==> src/shared/aib_pkg.sv <==
// Purpose: Shared constants for the analog interface bus router
// Assumes: One clock domain, ref_clk at 40 MHz
// Notes: Requester index order is master cpu, master dma, control cpu, control dma
package aib_pkg;
  localparam int N_REQ = 4;
  localparam int IDX_W = 2;
  localparam int ADDR_W = 8;
  localparam int DATA_W = 16;
  localparam int RES_W = 12;
  localparam int N_TRIG = 8;
  localparam int N_SRC = 22;
  localparam int SEL_W = 5;
  localparam int N_EOC = 8;
  localparam int N_DMA_INT = 4;
  // Result registers live where the top address bits equal RESULT_TAG
  localparam int RESULT_TAG_LSB = 5;
  localparam logic [2:0] RESULT_TAG = 3'h0;
  // Requester indices
  localparam logic [1:0] REQ_MASTER_CPU = 2'h0;
  localparam logic [1:0] REQ_MASTER_DMA = 2'h1;
  localparam logic [1:0] REQ_CTRL_CPU = 2'h2;
  localparam logic [1:0] REQ_CTRL_DMA = 2'h3;
  // Analog side answer timeout
  localparam int CLK_MHZ = 40;
  localparam int TIMEOUT_NS = 400;
  localparam int TMO_W = 5;
  localparam logic [TMO_W-1:0] TIMEOUT_CYC = TMO_W'((TIMEOUT_NS * CLK_MHZ) / 1000);
  // Status word layout
  localparam int STATUS_W = 5;
  localparam int ST_PWR = 0;
  localparam int ST_CLK = 1;
  localparam int ST_BUS_OK = 2;
  localparam int ST_TRIG_OK = 3;
  localparam int ST_INT_OK = 4;
  typedef enum logic {st_idle, st_busy} bus_state_t;
endpackage

==> src/rtl/analog_interface_bus.sv <==
// Purpose: Router between two digital subsystems and the analog subsystem
// Assumes: Requesters hold req until their done pulse, then drop it
// Notes: Trigger selects and health levels arrive as plain ports
// Operation
// - All four requesters may read converter results
// - Other analog registers: control processor only
// - Control cpu and dma use separate ports
// - Arbitrate all cycles, one at a time
// - Route control trigger sources onto shared triggers
// - Interrupt equals AND of both end-of-conversion
// - All eight to expander, four to dma
// - Triggers start conversions; interrupts announce results
// - Results delivered as 12-bit values
// - Up to four simultaneous cycles resolved
// - Eight selectors pick each trigger source
// - Per-subsystem status: power, clock, propagation health
`timescale 1ns/1ps
`default_nettype none
module analog_interface_bus (
  input wire logic ref_clk,  // 40 MHz clock
  input wire logic arst_n,  // Async reset, active low
  input wire logic clk_en,  // Freezes all state when low
  input wire logic [aib_pkg::N_REQ-1:0] req,  // Request per port, index order in package
  input wire logic [aib_pkg::N_REQ*aib_pkg::ADDR_W-1:0] req_addr,  // Address per port
  input wire logic [aib_pkg::N_REQ-1:0] req_we,  // Write per port
  input wire logic [aib_pkg::N_REQ*aib_pkg::DATA_W-1:0] req_wdata,  // Write data per port
  output logic [aib_pkg::N_REQ-1:0] done,  // One-cycle completion pulse
  output logic [aib_pkg::N_REQ-1:0] err,  // Refused or timed out, with done
  output logic [aib_pkg::N_REQ*aib_pkg::DATA_W-1:0] rdata,  // Read data per port
  output logic ana_req,  // Analog side cycle active
  output logic [aib_pkg::ADDR_W-1:0] ana_addr,  // Analog side address
  output logic ana_we,  // Analog side write
  output logic [aib_pkg::DATA_W-1:0] ana_wdata,  // Analog side write data
  input wire logic ana_ack,  // Analog side cycle complete
  input wire logic [aib_pkg::DATA_W-1:0] ana_rdata,  // Analog side read data
  input wire logic [aib_pkg::N_SRC-1:0] soc_src,  // Control subsystem trigger sources
  input wire logic [aib_pkg::N_TRIG*aib_pkg::SEL_W-1:0] trig_sel,  // Source select per trigger
  output logic [aib_pkg::N_TRIG-1:0] soc_trig,  // Shared converter triggers
  input wire logic [aib_pkg::N_TRIG-1:0] trig_echo,  // Triggers as seen by analog side
  input wire logic [aib_pkg::N_EOC-1:0] eoc_first,  // First converter end of conversion
  input wire logic [aib_pkg::N_EOC-1:0] eoc_second,  // Second converter end of conversion
  output logic [aib_pkg::N_EOC-1:0] master_int,  // Interrupts to master subsystem
  output logic [aib_pkg::N_EOC-1:0] expander_int,  // Interrupts to control interrupt expander
  output logic [aib_pkg::N_DMA_INT-1:0] ctrl_dma_int,  // Interrupts to control dma
  input wire logic ana_pwr_ok,  // Analog side powered
  input wire logic ana_clk_ok,  // Analog clock present
  output logic [aib_pkg::STATUS_W-1:0] master_status,  // Status for master subsystem
  output logic [aib_pkg::STATUS_W-1:0] ctrl_status,  // Status for control subsystem
  output logic bus_err  // Any bus timeout or propagation fault seen
);
  aib_pkg::bus_state_t state;
  logic [aib_pkg::N_REQ-1:0] pend;
  logic [aib_pkg::N_REQ-1:0] gnt;
  logic [aib_pkg::IDX_W-1:0] gnt_idx;
  logic [aib_pkg::IDX_W-1:0] last;
  logic [aib_pkg::IDX_W-1:0] sel;
  logic [aib_pkg::TMO_W-1:0] tmo;
  logic [aib_pkg::N_TRIG-1:0] next_trig;
  logic [aib_pkg::N_EOC-1:0] adc_int;
  logic bus_fault;
  logic trig_fault;
  logic int_fault;
  logic advance;
  logic g_addr_res;
  logic g_legal;

  function automatic logic is_result(input logic [aib_pkg::ADDR_W-1:0] a);
    return a[aib_pkg::ADDR_W-1:aib_pkg::RESULT_TAG_LSB] == aib_pkg::RESULT_TAG;
  endfunction

  function automatic logic pick_src(input logic [aib_pkg::N_SRC-1:0] s, input logic [aib_pkg::SEL_W-1:0] k);
    return (int'(k) < aib_pkg::N_SRC) ? s[k] : 1'b0;
  endfunction

  function automatic logic [aib_pkg::ADDR_W-1:0] addr_of(input logic [aib_pkg::IDX_W-1:0] i,
                                                          input logic [aib_pkg::N_REQ*aib_pkg::ADDR_W-1:0] v);
    return v[i*aib_pkg::ADDR_W +: aib_pkg::ADDR_W];
  endfunction

  // Ports 2 and 3 are the control memory bus and the control dma bus
  assign pend = req & ~done;
  assign g_addr_res = is_result(addr_of(gnt_idx, req_addr));
  // Results open to every port, everything else to the control cpu only
  assign g_legal = g_addr_res || (gnt_idx == aib_pkg::REQ_CTRL_CPU);
  assign advance = (state == aib_pkg::st_idle) && (|pend);

  rr_arbiter i_rr_arbiter (
    .ref_clk(ref_clk),
    .arst_n(arst_n),
    .clk_en(clk_en),
    .pend(pend),
    .advance(advance),
    .gnt(gnt),
    .gnt_idx(gnt_idx),
    .last(last)
  );

  // Bus cycle sequencing, one analog cycle at a time
  always_ff @(posedge ref_clk or negedge arst_n) begin
    if (!arst_n) begin
      state <= aib_pkg::st_idle;
      sel <= '0;
      tmo <= '0;
      done <= '0;
      err <= '0;
      ana_req <= 1'b0;
      ana_addr <= '0;
      ana_we <= 1'b0;
      ana_wdata <= '0;
      bus_fault <= 1'b0;
    end else if (clk_en) begin
      done <= '0;
      err <= '0;
      unique case (state)
        aib_pkg::st_idle: begin
          if (advance) begin
            sel <= gnt_idx;
            if (g_legal) begin
              state <= aib_pkg::st_busy;
              tmo <= '0;
              ana_req <= 1'b1;
              ana_addr <= addr_of(gnt_idx, req_addr);
              ana_we <= req_we[gnt_idx];
              ana_wdata <= req_wdata[gnt_idx*aib_pkg::DATA_W +: aib_pkg::DATA_W];
            end else begin
              done[gnt_idx] <= 1'b1;
              err[gnt_idx] <= 1'b1;
            end
          end
        end
        aib_pkg::st_busy: begin
          if (ana_ack) begin
            state <= aib_pkg::st_idle;
            ana_req <= 1'b0;
            done[sel] <= 1'b1;
          end else if (tmo == aib_pkg::TIMEOUT_CYC - 1'b1) begin
            state <= aib_pkg::st_idle;
            ana_req <= 1'b0;
            done[sel] <= 1'b1;
            err[sel] <= 1'b1;
            bus_fault <= 1'b1;
          end else begin
            tmo <= tmo + 1'b1;
          end
        end
      endcase
    end
  end

  // Read data capture; result reads keep only the converter width
  always_ff @(posedge ref_clk or negedge arst_n) begin
    if (!arst_n) begin
      rdata <= '0;
    end else if (clk_en && state == aib_pkg::st_busy && ana_ack && !ana_we) begin
      if (is_result(ana_addr)) begin
        rdata[sel*aib_pkg::DATA_W +: aib_pkg::DATA_W] <= {{(aib_pkg::DATA_W-aib_pkg::RES_W){1'b0}},
                                                           ana_rdata[aib_pkg::RES_W-1:0]};
      end else begin
        rdata[sel*aib_pkg::DATA_W +: aib_pkg::DATA_W] <= ana_rdata;
      end
    end
  end

  // Trigger source selection per shared trigger
  always_comb begin
    next_trig = '0;
    for (int t = 0; t < aib_pkg::N_TRIG; t++) begin
      next_trig[t] = pick_src(soc_src, trig_sel[t*aib_pkg::SEL_W +: aib_pkg::SEL_W]);
    end
  end

  // Registered triggers; only control sources can start a conversion
  always_ff @(posedge ref_clk or negedge arst_n) begin
    if (!arst_n) begin
      soc_trig <= '0;
    end else if (clk_en) begin
      soc_trig <= next_trig;
    end
  end

  // Combined end-of-conversion interrupts
  always_ff @(posedge ref_clk or negedge arst_n) begin
    if (!arst_n) begin
      adc_int <= '0;
    end else if (clk_en) begin
      adc_int <= eoc_first & eoc_second;
    end
  end

  // Delivery to both subsystems; dma sees the low four only
  assign master_int = adc_int;
  assign expander_int = adc_int;
  assign ctrl_dma_int = adc_int[aib_pkg::N_DMA_INT-1:0];

  // Sticky trigger and interrupt propagation faults
  always_ff @(posedge ref_clk or negedge arst_n) begin
    if (!arst_n) begin
      trig_fault <= 1'b0;
      int_fault <= 1'b0;
    end else if (clk_en) begin
      if (trig_echo != soc_trig) begin
        trig_fault <= 1'b1;
      end
      if ((|(eoc_first | eoc_second)) && !ana_clk_ok) begin
        int_fault <= 1'b1;
      end
    end
  end

  // Status words for both subsystems
  always_ff @(posedge ref_clk or negedge arst_n) begin
    if (!arst_n) begin
      master_status <= '0;
      ctrl_status <= '0;
      bus_err <= 1'b0;
    end else if (clk_en) begin
      master_status <= {~int_fault, ~trig_fault, ~bus_fault, ana_clk_ok, ana_pwr_ok};
      ctrl_status <= {~int_fault, ~trig_fault, ~bus_fault, ana_clk_ok, ana_pwr_ok};
      bus_err <= bus_fault | trig_fault | int_fault;
    end
  end
endmodule  // analog_interface_bus
`default_nettype wire

==> src/rtl/rr_arbiter.sv <==
// Purpose: Round-robin pick among pending bus requesters
// Assumes: Pointer advances only when the caller accepts a grant
// Notes: Grant is combinational from the pending vector
`timescale 1ns/1ps
`default_nettype none
module rr_arbiter (
  input wire logic ref_clk,  // Clock
  input wire logic arst_n,  // Async reset, active low
  input wire logic clk_en,  // Freezes the pointer when low
  input wire logic [aib_pkg::N_REQ-1:0] pend,  // Pending requests
  input wire logic advance,  // Grant accepted this cycle
  output logic [aib_pkg::N_REQ-1:0] gnt,  // One-hot grant
  output logic [aib_pkg::IDX_W-1:0] gnt_idx,  // Index of the grant
  output logic [aib_pkg::IDX_W-1:0] last  // Most recently served index
);
  // Search starts just after the last winner so no port starves
  always_comb begin
    logic [aib_pkg::IDX_W-1:0] cand;
    gnt = '0;
    gnt_idx = '0;
    cand = '0;
    for (int k = aib_pkg::N_REQ; k >= 1; k--) begin
      cand = last + aib_pkg::IDX_W'(k);
      if (pend[cand]) begin
        gnt_idx = cand;
      end
    end
    if (|pend) begin
      gnt[gnt_idx] = 1'b1;
    end
  end

  // Pointer update
  always_ff @(posedge ref_clk or negedge arst_n) begin
    if (!arst_n) begin
      last <= aib_pkg::IDX_W'(aib_pkg::N_REQ - 1);
    end else if (clk_en && advance) begin
      last <= gnt_idx;
    end
  end
endmodule  // rr_arbiter
`default_nettype wire

==> config.mk <==
export PLATFORM = sky130hd
export DESIGN_NAME = analog_interface_bus
export DESIGN_NICKNAME = d
export VERILOG_FILES = /design/src/shared/aib_pkg.sv /design/src/rtl/analog_interface_bus.sv /design/src/rtl/rr_arbiter.sv
export SDC_FILE = /design/constraint.sdc
export NUM_CORES = 1
export LEC_CHECK = 0
export BUFFER_PORTS_ARGS = -buffer_cell sky130_fd_sc_hd__buf_2
export CORE_AREA = 2 2 135 137
export DETAILED_ROUTE_END_ITERATION = 10
export DIE_AREA = 0 0 137 139
export PLACE_DENSITY = 0.77
export SYNTH_ARGS = -nofsm -noshare
export SYNTH_HDL_FRONTEND = slang
export SYNTH_HIERARCHICAL = 1
export SYNTH_SLANG_ARGS = --single-unit
==> constraint.sdc <==
create_clock -name ref_clk -period 9 [get_ports ref_clk]
set_input_delay 0.9 -clock ref_clk [delete_from_list [all_inputs] [get_ports ref_clk]]
set_output_delay 0.9 -clock ref_clk [all_outputs]
set_load 0.01 [all_outputs]
Word-level counts from Yosys, hierarchy flattened
Index checks and enable logic that the tools add are counted.
{"block": "word_totals", "reg_bits": 133, "input_bits": 212, "output_inout_bits": 137, "wordCells": 160}
{"block": "classes", "add_sub_neg": 5, "n_lt_le_gt_ge": 24, "n_eq_ne": 8, "shifts": 5, "muxes": 67, "bitwise_logic": 11, "reduce_logical": 22}
{"cell": "$bwmux 64", "n": 2}
{"cell": "$shiftx 16x34->64", "n": 2}
{"cell": "$mux 64", "n": 1}
{"cell": "$shift 16x34->64 const A", "n": 1}
{"cell": "$shiftx 64x7->16", "n": 1}
{"cell": "$lt 5x6->1 const B", "n": 8}
{"cell": "$bmux 1 s5", "n": 8}
{"cell": "$lt 5x5->1 const B", "n": 8}
{"cell": "$neg 6->34", "n": 1}
{"cell": "$shiftx 32x6->8", "n": 1}
{"cell": "$mux 1", "n": 31}
{"cell": "$mux 4", "n": 5}
{"cell": "$mux 5", "n": 4}
{"cell": "$lt 2x3->1 const B", "n": 6}
{"cell": "$pmux 4 s2", "n": 2}
{"cell": "$reduce_and 4->1", "n": 3}
{"cell": "$bmux 1 s2", "n": 5}
{"cell": "$pmux 5 s2", "n": 1}
{"cell": "$and 8x8->8", "n": 1}
{"cell": "$logic_and 1x1->1", "n": 8}
{"cell": "$mux 2", "n": 4}
{"cell": "$ne 8x8->1", "n": 1}
{"cell": "$or 8x8->8", "n": 1}
{"cell": "$reduce_or 8->1", "n": 1}
{"cell": "other kinds (22)", "n": 36}

Longest topological paths before layout
{"block": "depth", "ltp_word": 15, "ltp_mapped": 10, "ltp_nobuf": 8}

By module
The synthesis kept the hierarchy.
{"module": "analog_interface_bus", "n_inst": 1, "cells_each": 693, "area_per_inst_um2": 7782.5, "seq_area_each_um2": 3278.1}
{"module": "rr_arbiter", "n_inst": 1, "cells_each": 29, "area_per_inst_um2": 226.5, "seq_area_each_um2": 52.6}

Worst setup path before layout
No wires, ideal clock.
{"block": "synth_path", "kind": "input -> register", "startpoint": "in req[3] (netlist name)", "endpoint": "reg ana_addr[6] (netlist name)", "setup_ns": 0.125, "t_arrival_ns": 3.909, "t_required_ns": 8.875, "path_slack_ns": 4.966, "stages": 10, "n_path_buf": 2, "path_cell_list": "nor2b_1 > nand2b_1 > a22o_1 > a221oi_2 > mux2_2 > a2111o_1 > a2111o_1 > buf_6 > buf_8 > mux2_4"}
{"block": "synth_between", "elab_chain_len": 11, "word_cells_on_any_way": 20, "classes_between": "eq/ne (1); shift (1); mux (12); bitwise (1); reduce/logical (5)"}
{"element": "start, declared", "line_no": "analog_interface_bus.sv:23", "text": "input wire logic [aib_pkg::N_REQ-1:0] req,"}
{"element": "$and 4x4->4 (*)", "line_no": "analog_interface_bus.sv:81", "text": "assign pend = req & ~done;"}
{"element": "$bmux 1 s2", "line_no": "rr_arbiter.sv:24", "text": "if (pend[cand]) begin"}
{"element": "$mux 1 (not written as such)", "line_no": "rr_arbiter.sv:24"}
{"element": "$mux 2 (3 in a row)", "line_no": "rr_arbiter.sv:24"}
{"element": "$mux 2 (*)", "line_no": "rr_arbiter.sv:24"}
{"element": "via gnt_idx, one bit", "line_no": "analog_interface_bus.sv:54", "text": "logic [aib_pkg::IDX_W-1:0] gnt_idx;"}
{"element": "$shiftx 32x6->8", "line_no": "analog_interface_bus.sv:77", "text": "return v[i*aib_pkg::ADDR_W +: aib_pkg::ADDR_W];"}
{"element": "$logic_not 3->1", "line_no": "analog_interface_bus.sv:68", "text": "return a[aib_pkg::ADDR_W-1:aib_pkg::RESULT_TAG_LSB] == aib_pkg::RESULT_TAG;"}
{"element": "$logic_or 1x1->1", "line_no": "analog_interface_bus.sv:84", "text": "assign g_legal = g_addr_res || (gnt_idx == aib_pkg::REQ_CTRL_CPU);"}
{"element": "$reduce_and 4->1 (no line)"}
{"element": "end signal, assigned", "line_no": "analog_interface_bus.sv:122", "text": "ana_addr <= addr_of(gnt_idx, req_addr);"}
{"element": "end, declared", "line_no": "analog_interface_bus.sv:31", "text": "output logic [aib_pkg::ADDR_W-1:0] ana_addr,"}
The timed path passes the listed nets; every way through them passes the cells marked *. The select of a mux whose other input is x is not followed.
A chain may end at the register's enable or synchronous reset.

Worst setup path in the final report
{"block": "layout_path", "startpoint": "in req[3] (netlist name)", "endpoint": "reg ana_wdata[13] (netlist name)"}
{"block": "layout_between", "elab_chain_len": 11, "word_cells_on_any_way": 21, "classes_between": "eq/ne (1); shift (2); mux (12); bitwise (1); reduce/logical (5)"}
{"element": "$and 4x4->4 (*)", "line_no": "analog_interface_bus.sv:81"}
{"element": "via pend, one bit", "line_no": "analog_interface_bus.sv:52", "text": "logic [aib_pkg::N_REQ-1:0] pend;"}
{"element": "$bmux 1 s2", "line_no": "rr_arbiter.sv:24"}
{"element": "$mux 1 (not written as such)", "line_no": "rr_arbiter.sv:24"}
{"element": "$mux 2 (3 in a row)", "line_no": "rr_arbiter.sv:24"}
{"element": "$mux 2 (*)", "line_no": "rr_arbiter.sv:24"}
{"element": "via gnt_idx, one bit", "line_no": "analog_interface_bus.sv:54"}
{"element": "$shiftx 32x6->8", "line_no": "analog_interface_bus.sv:77"}
{"element": "$logic_not 3->1", "line_no": "analog_interface_bus.sv:68"}
{"element": "$logic_or 1x1->1", "line_no": "analog_interface_bus.sv:84"}
{"element": "$reduce_and 4->1 (no line)"}
{"element": "end signal, assigned", "line_no": "analog_interface_bus.sv:124", "text": "ana_wdata <= req_wdata[gnt_idx*aib_pkg::DATA_W +: aib_pkg::DATA_W];"}
{"element": "end, declared", "line_no": "analog_interface_bus.sv:33", "text": "output logic [aib_pkg::DATA_W-1:0] ana_wdata,"}
Marks and branches as above.

==> flow_results.xml <==
<?xml version="1.0" encoding="UTF-8"?>
<metrics>
  <group name="layout">
    <metric name="ratio_of_cells_with_drive_above_1_in_the_final_layout" unit="">0.472</metric>
    <metric name="n_antenna_cell" unit="">0</metric>
    <metric name="layout_commonest_cell" unit="">sky130_fd_sc_hd__buf_2</metric>
    <metric name="nets" unit="">1248</metric>
    <metric name="syn_to_final_growth" unit="%">29.5</metric>
    <metric name="mostFrequentLayoutCells" unit="">sky130_fd_sc_hd__buf_2, sky130_fd_sc_hd__dfrtp_1, sky130_fd_sc_hd__nand2_1</metric>
    <metric name="fin_cells" unit="">1269</metric>
  </group>
  <group name="grt">
    <metric name="pin_count_of_the_biggest_net_entering_global_routing" unit="">78</metric>
    <metric name="first_pass_grt_wire_length" unit="mm">36.7</metric>
    <metric name="grt_use_total" unit="">0.248</metric>
    <metric name="grt_antenna_before_repair" unit="">0</metric>
    <metric name="grt-ovfl-total" unit="">0</metric>
    <metric name="grt_pass1_vias" unit="">6889</metric>
  </group>
  <group name="detailed_routing">
    <metric name="vias" unit="">7150</metric>
    <metric name="drtAntennaViolNets" unit="">0</metric>
    <metric name="drc_errors" unit="">0</metric>
    <metric name="detail_route.wirelength" unit="mm">24.0</metric>
    <metric name="post_drt_wl_per_cell" unit="µm">18.9</metric>
    <metric name="drt_iter0_markers" unit="">451</metric>
    <metric name="detail_route.first_pass.iterations" unit="">5</metric>
    <metric name="post_detailed_route_via_to_cell_ratio" unit="">5.63</metric>
  </group>
  <group name="sta">
    <metric name="timing.clock.skew" unit="ns">0.00789</metric>
    <metric name="setup_tns" unit="ns">0</metric>
    <metric name="hold_viol_final" unit="">0</metric>
    <metric name="period_minus_slack" unit="ns">4.28</metric>
    <metric name="slew-limit-headroom" unit="">0.245</metric>
    <metric name="setup_viol" unit="">0</metric>
    <metric name="finalCritPeriodShare" unit="">0.476</metric>
    <metric name="timing_max_transition_violations_final" unit="">0</metric>
    <metric name="grt_setup_unrepaired" unit="">false</metric>
    <metric name="max_clock_freq" unit="MHz">234</metric>
    <metric name="timing_worst_slew_pin_value" unit="ns">1.13</metric>
  </group>
  <group name="place">
    <metric name="io_buffers" unit="">348</metric>
    <metric name="hpwlAfterDp" unit="mm">18.2</metric>
    <metric name="place_inst" unit="">1237</metric>
    <metric name="last_weighted_congestion_value_of_the_routability_driven_placer" unit="">0.905</metric>
  </group>
  <group name="clock_network">
    <metric name="post_cts_resized" unit="">0</metric>
    <metric name="clock_transition_at_the_registers_of_the_reported_paths" unit="ns">0.06</metric>
    <metric name="postCtsSetupBuffers" unit="">0</metric>
    <metric name="cts.htree.levels" unit="">4</metric>
    <metric name="cts.hold.buffers_added" unit="">0</metric>
    <metric name="cts_buffer_count" unit="">17</metric>
    <metric name="cts.sinks" unit="">133</metric>
    <metric name="tritoncts" unit="">built</metric>
    <metric name="clock_tree.buffer_depth" unit="">2</metric>
    <metric name="worst_skew_pair.late_latency" unit="ns">0.42</metric>
    <metric name="cts-root-buf" unit="">sky130_fd_sc_hd__clkbuf_16</metric>
  </group>
  <group name="power">
    <metric name="max-vdd-ir-drop" unit="V">0.000141</metric>
    <metric name="p_leak" unit="µW">0.00497</metric>
    <metric name="powerDensity" unit="nW/µm²">264</metric>
  </group>
  <group name="die">
    <metric name="dieArea" unit="µm²">19000</metric>
    <metric name="initial_standard_cell_utilization_of_the_core" unit="">0.451</metric>
    <metric name="floorplan.die.width" unit="µm">137</metric>
    <metric name="ioPinCount" unit="">349</metric>
    <metric name="row_count" unit="">49</metric>
    <metric name="fp.coreArea" unit="µm²">17700</metric>
    <metric name="chipHeight" unit="µm">139</metric>
  </group>
  <group name="run">
    <metric name="max_cap_viol_count" unit="">0</metric>
  </group>
  <group name="yosys">
    <metric name="post_synth_instance_area" unit="µm²">7960</metric>
    <metric name="avgSynthCellArea" unit="µm²">11.2</metric>
    <metric name="ys.warnings.count" unit="">6</metric>
    <metric name="cell_count_after_synthesis" unit="">713</metric>
    <metric name="synth_fp_nets" unit="">934</metric>
  </group>
  <group name="setup_path">
    <metric name="end_kind" unit="">register</metric>
    <metric name="critical_path_class" unit="">input port to register</metric>
    <metric name="worstPathRequired" unit="ns">9.30</metric>
    <metric name="startpoint_kind_of_the_worst_setup_timing_path" unit="">input port</metric>
    <metric name="critPathMaxFanout" unit="">33</metric>
    <metric name="arrival" unit="ns">4.58</metric>
  </group>
  <group name="outcome">
    <metric name="outcome" unit="">finished, final reports clean</metric>
  </group>
  <group name="worst_hold_path">
    <metric name="worst_hold_path_type" unit="">input port to asynchronous set/reset pin</metric>
  </group>
</metrics>
-- area by class of cell --
type                            instances  area, µm²
Timing Repair Buffer                  355       1800
Multi-Input combinational cell        501       4260
Tap cell                              229        287
Clock buffer                           18        429
Clock inverter                         14        129
Sequential cell                       133       3330
Fill cell                            1493       7350
Inverter                               19       71.3
-- where the power goes --
group | switching (µW) | internal [µW]
registers | 143 | 791
clock network | 270 | 383
logic | 577 | 560
-- path summary, 6_finish.rpt --
kind / start / endpoint / slack [ns] / cells past startpoint
max reg2reg: done[3]$_DFFE_PN0P_ / ana_wdata[13]$_DFFE_PN0P_ / 4.88 / 9
min: arst_n / ana_wdata[5]$_DFFE_PN0P_ / 0.44 / 1
min reg2reg: register / register / 0.48 / 2
max in group asynchronous: arst_n / expander_int[2]$_DFFE_PN0P_ / 7.19 / 2
max: req[3] / ana_wdata[13]$_DFFE_PN0P_ / 4.72 / 10
min in group ref_clk: register / register / 0.48 / 2
-- stage by stage --
stage | power [µW] | util | area (µm²) | hold WS (ns) | setup slack, ns
6_report | 2720 | 0.584 | 10300 | 0.441 | 4.72
5_1_grt | 2890 | 0.584 | 10300 | 0.477 | 4.48
4_1_cts | 2740 | 0.584 | 10300 | 0.466 | 4.72
3_5_place_dp | 2080 | 0.552 | 9750 | 0.468 | 4.29
3_3_place_gp | 2050 | 0.552 | 9750 | 0.457 | 4.37
2_1_floorplan | 1660 | - | 7960 | 0.439 | 5.08
-- metal layers --
layer  wire length (µm)  vias up  track usage
met3               2440       40       0.0713
met1               9580     3420        0.336
met4                465        0       0.0787
met2              11500      429        0.384
met5                  0        -            0
li1                   -     3261            -
-- critical path, cell delays in order --
cell	delay (ns)
sky130_fd_sc_hd__buf_2	0.07
sky130_fd_sc_hd__nor2b_1	0.38
sky130_fd_sc_hd__nand2b_1	0.13
sky130_fd_sc_hd__o22ai_1	0.19
sky130_fd_sc_hd__a21o_2	0.74
sky130_fd_sc_hd__mux4_2	0.61
sky130_fd_sc_hd__a2111o_1	0.47
sky130_fd_sc_hd__a2111o_1	0.44
sky130_fd_sc_hd__buf_4	0.27
sky130_fd_sc_hd__mux2_4	0.35
Power figures use the tool's default switching activity.
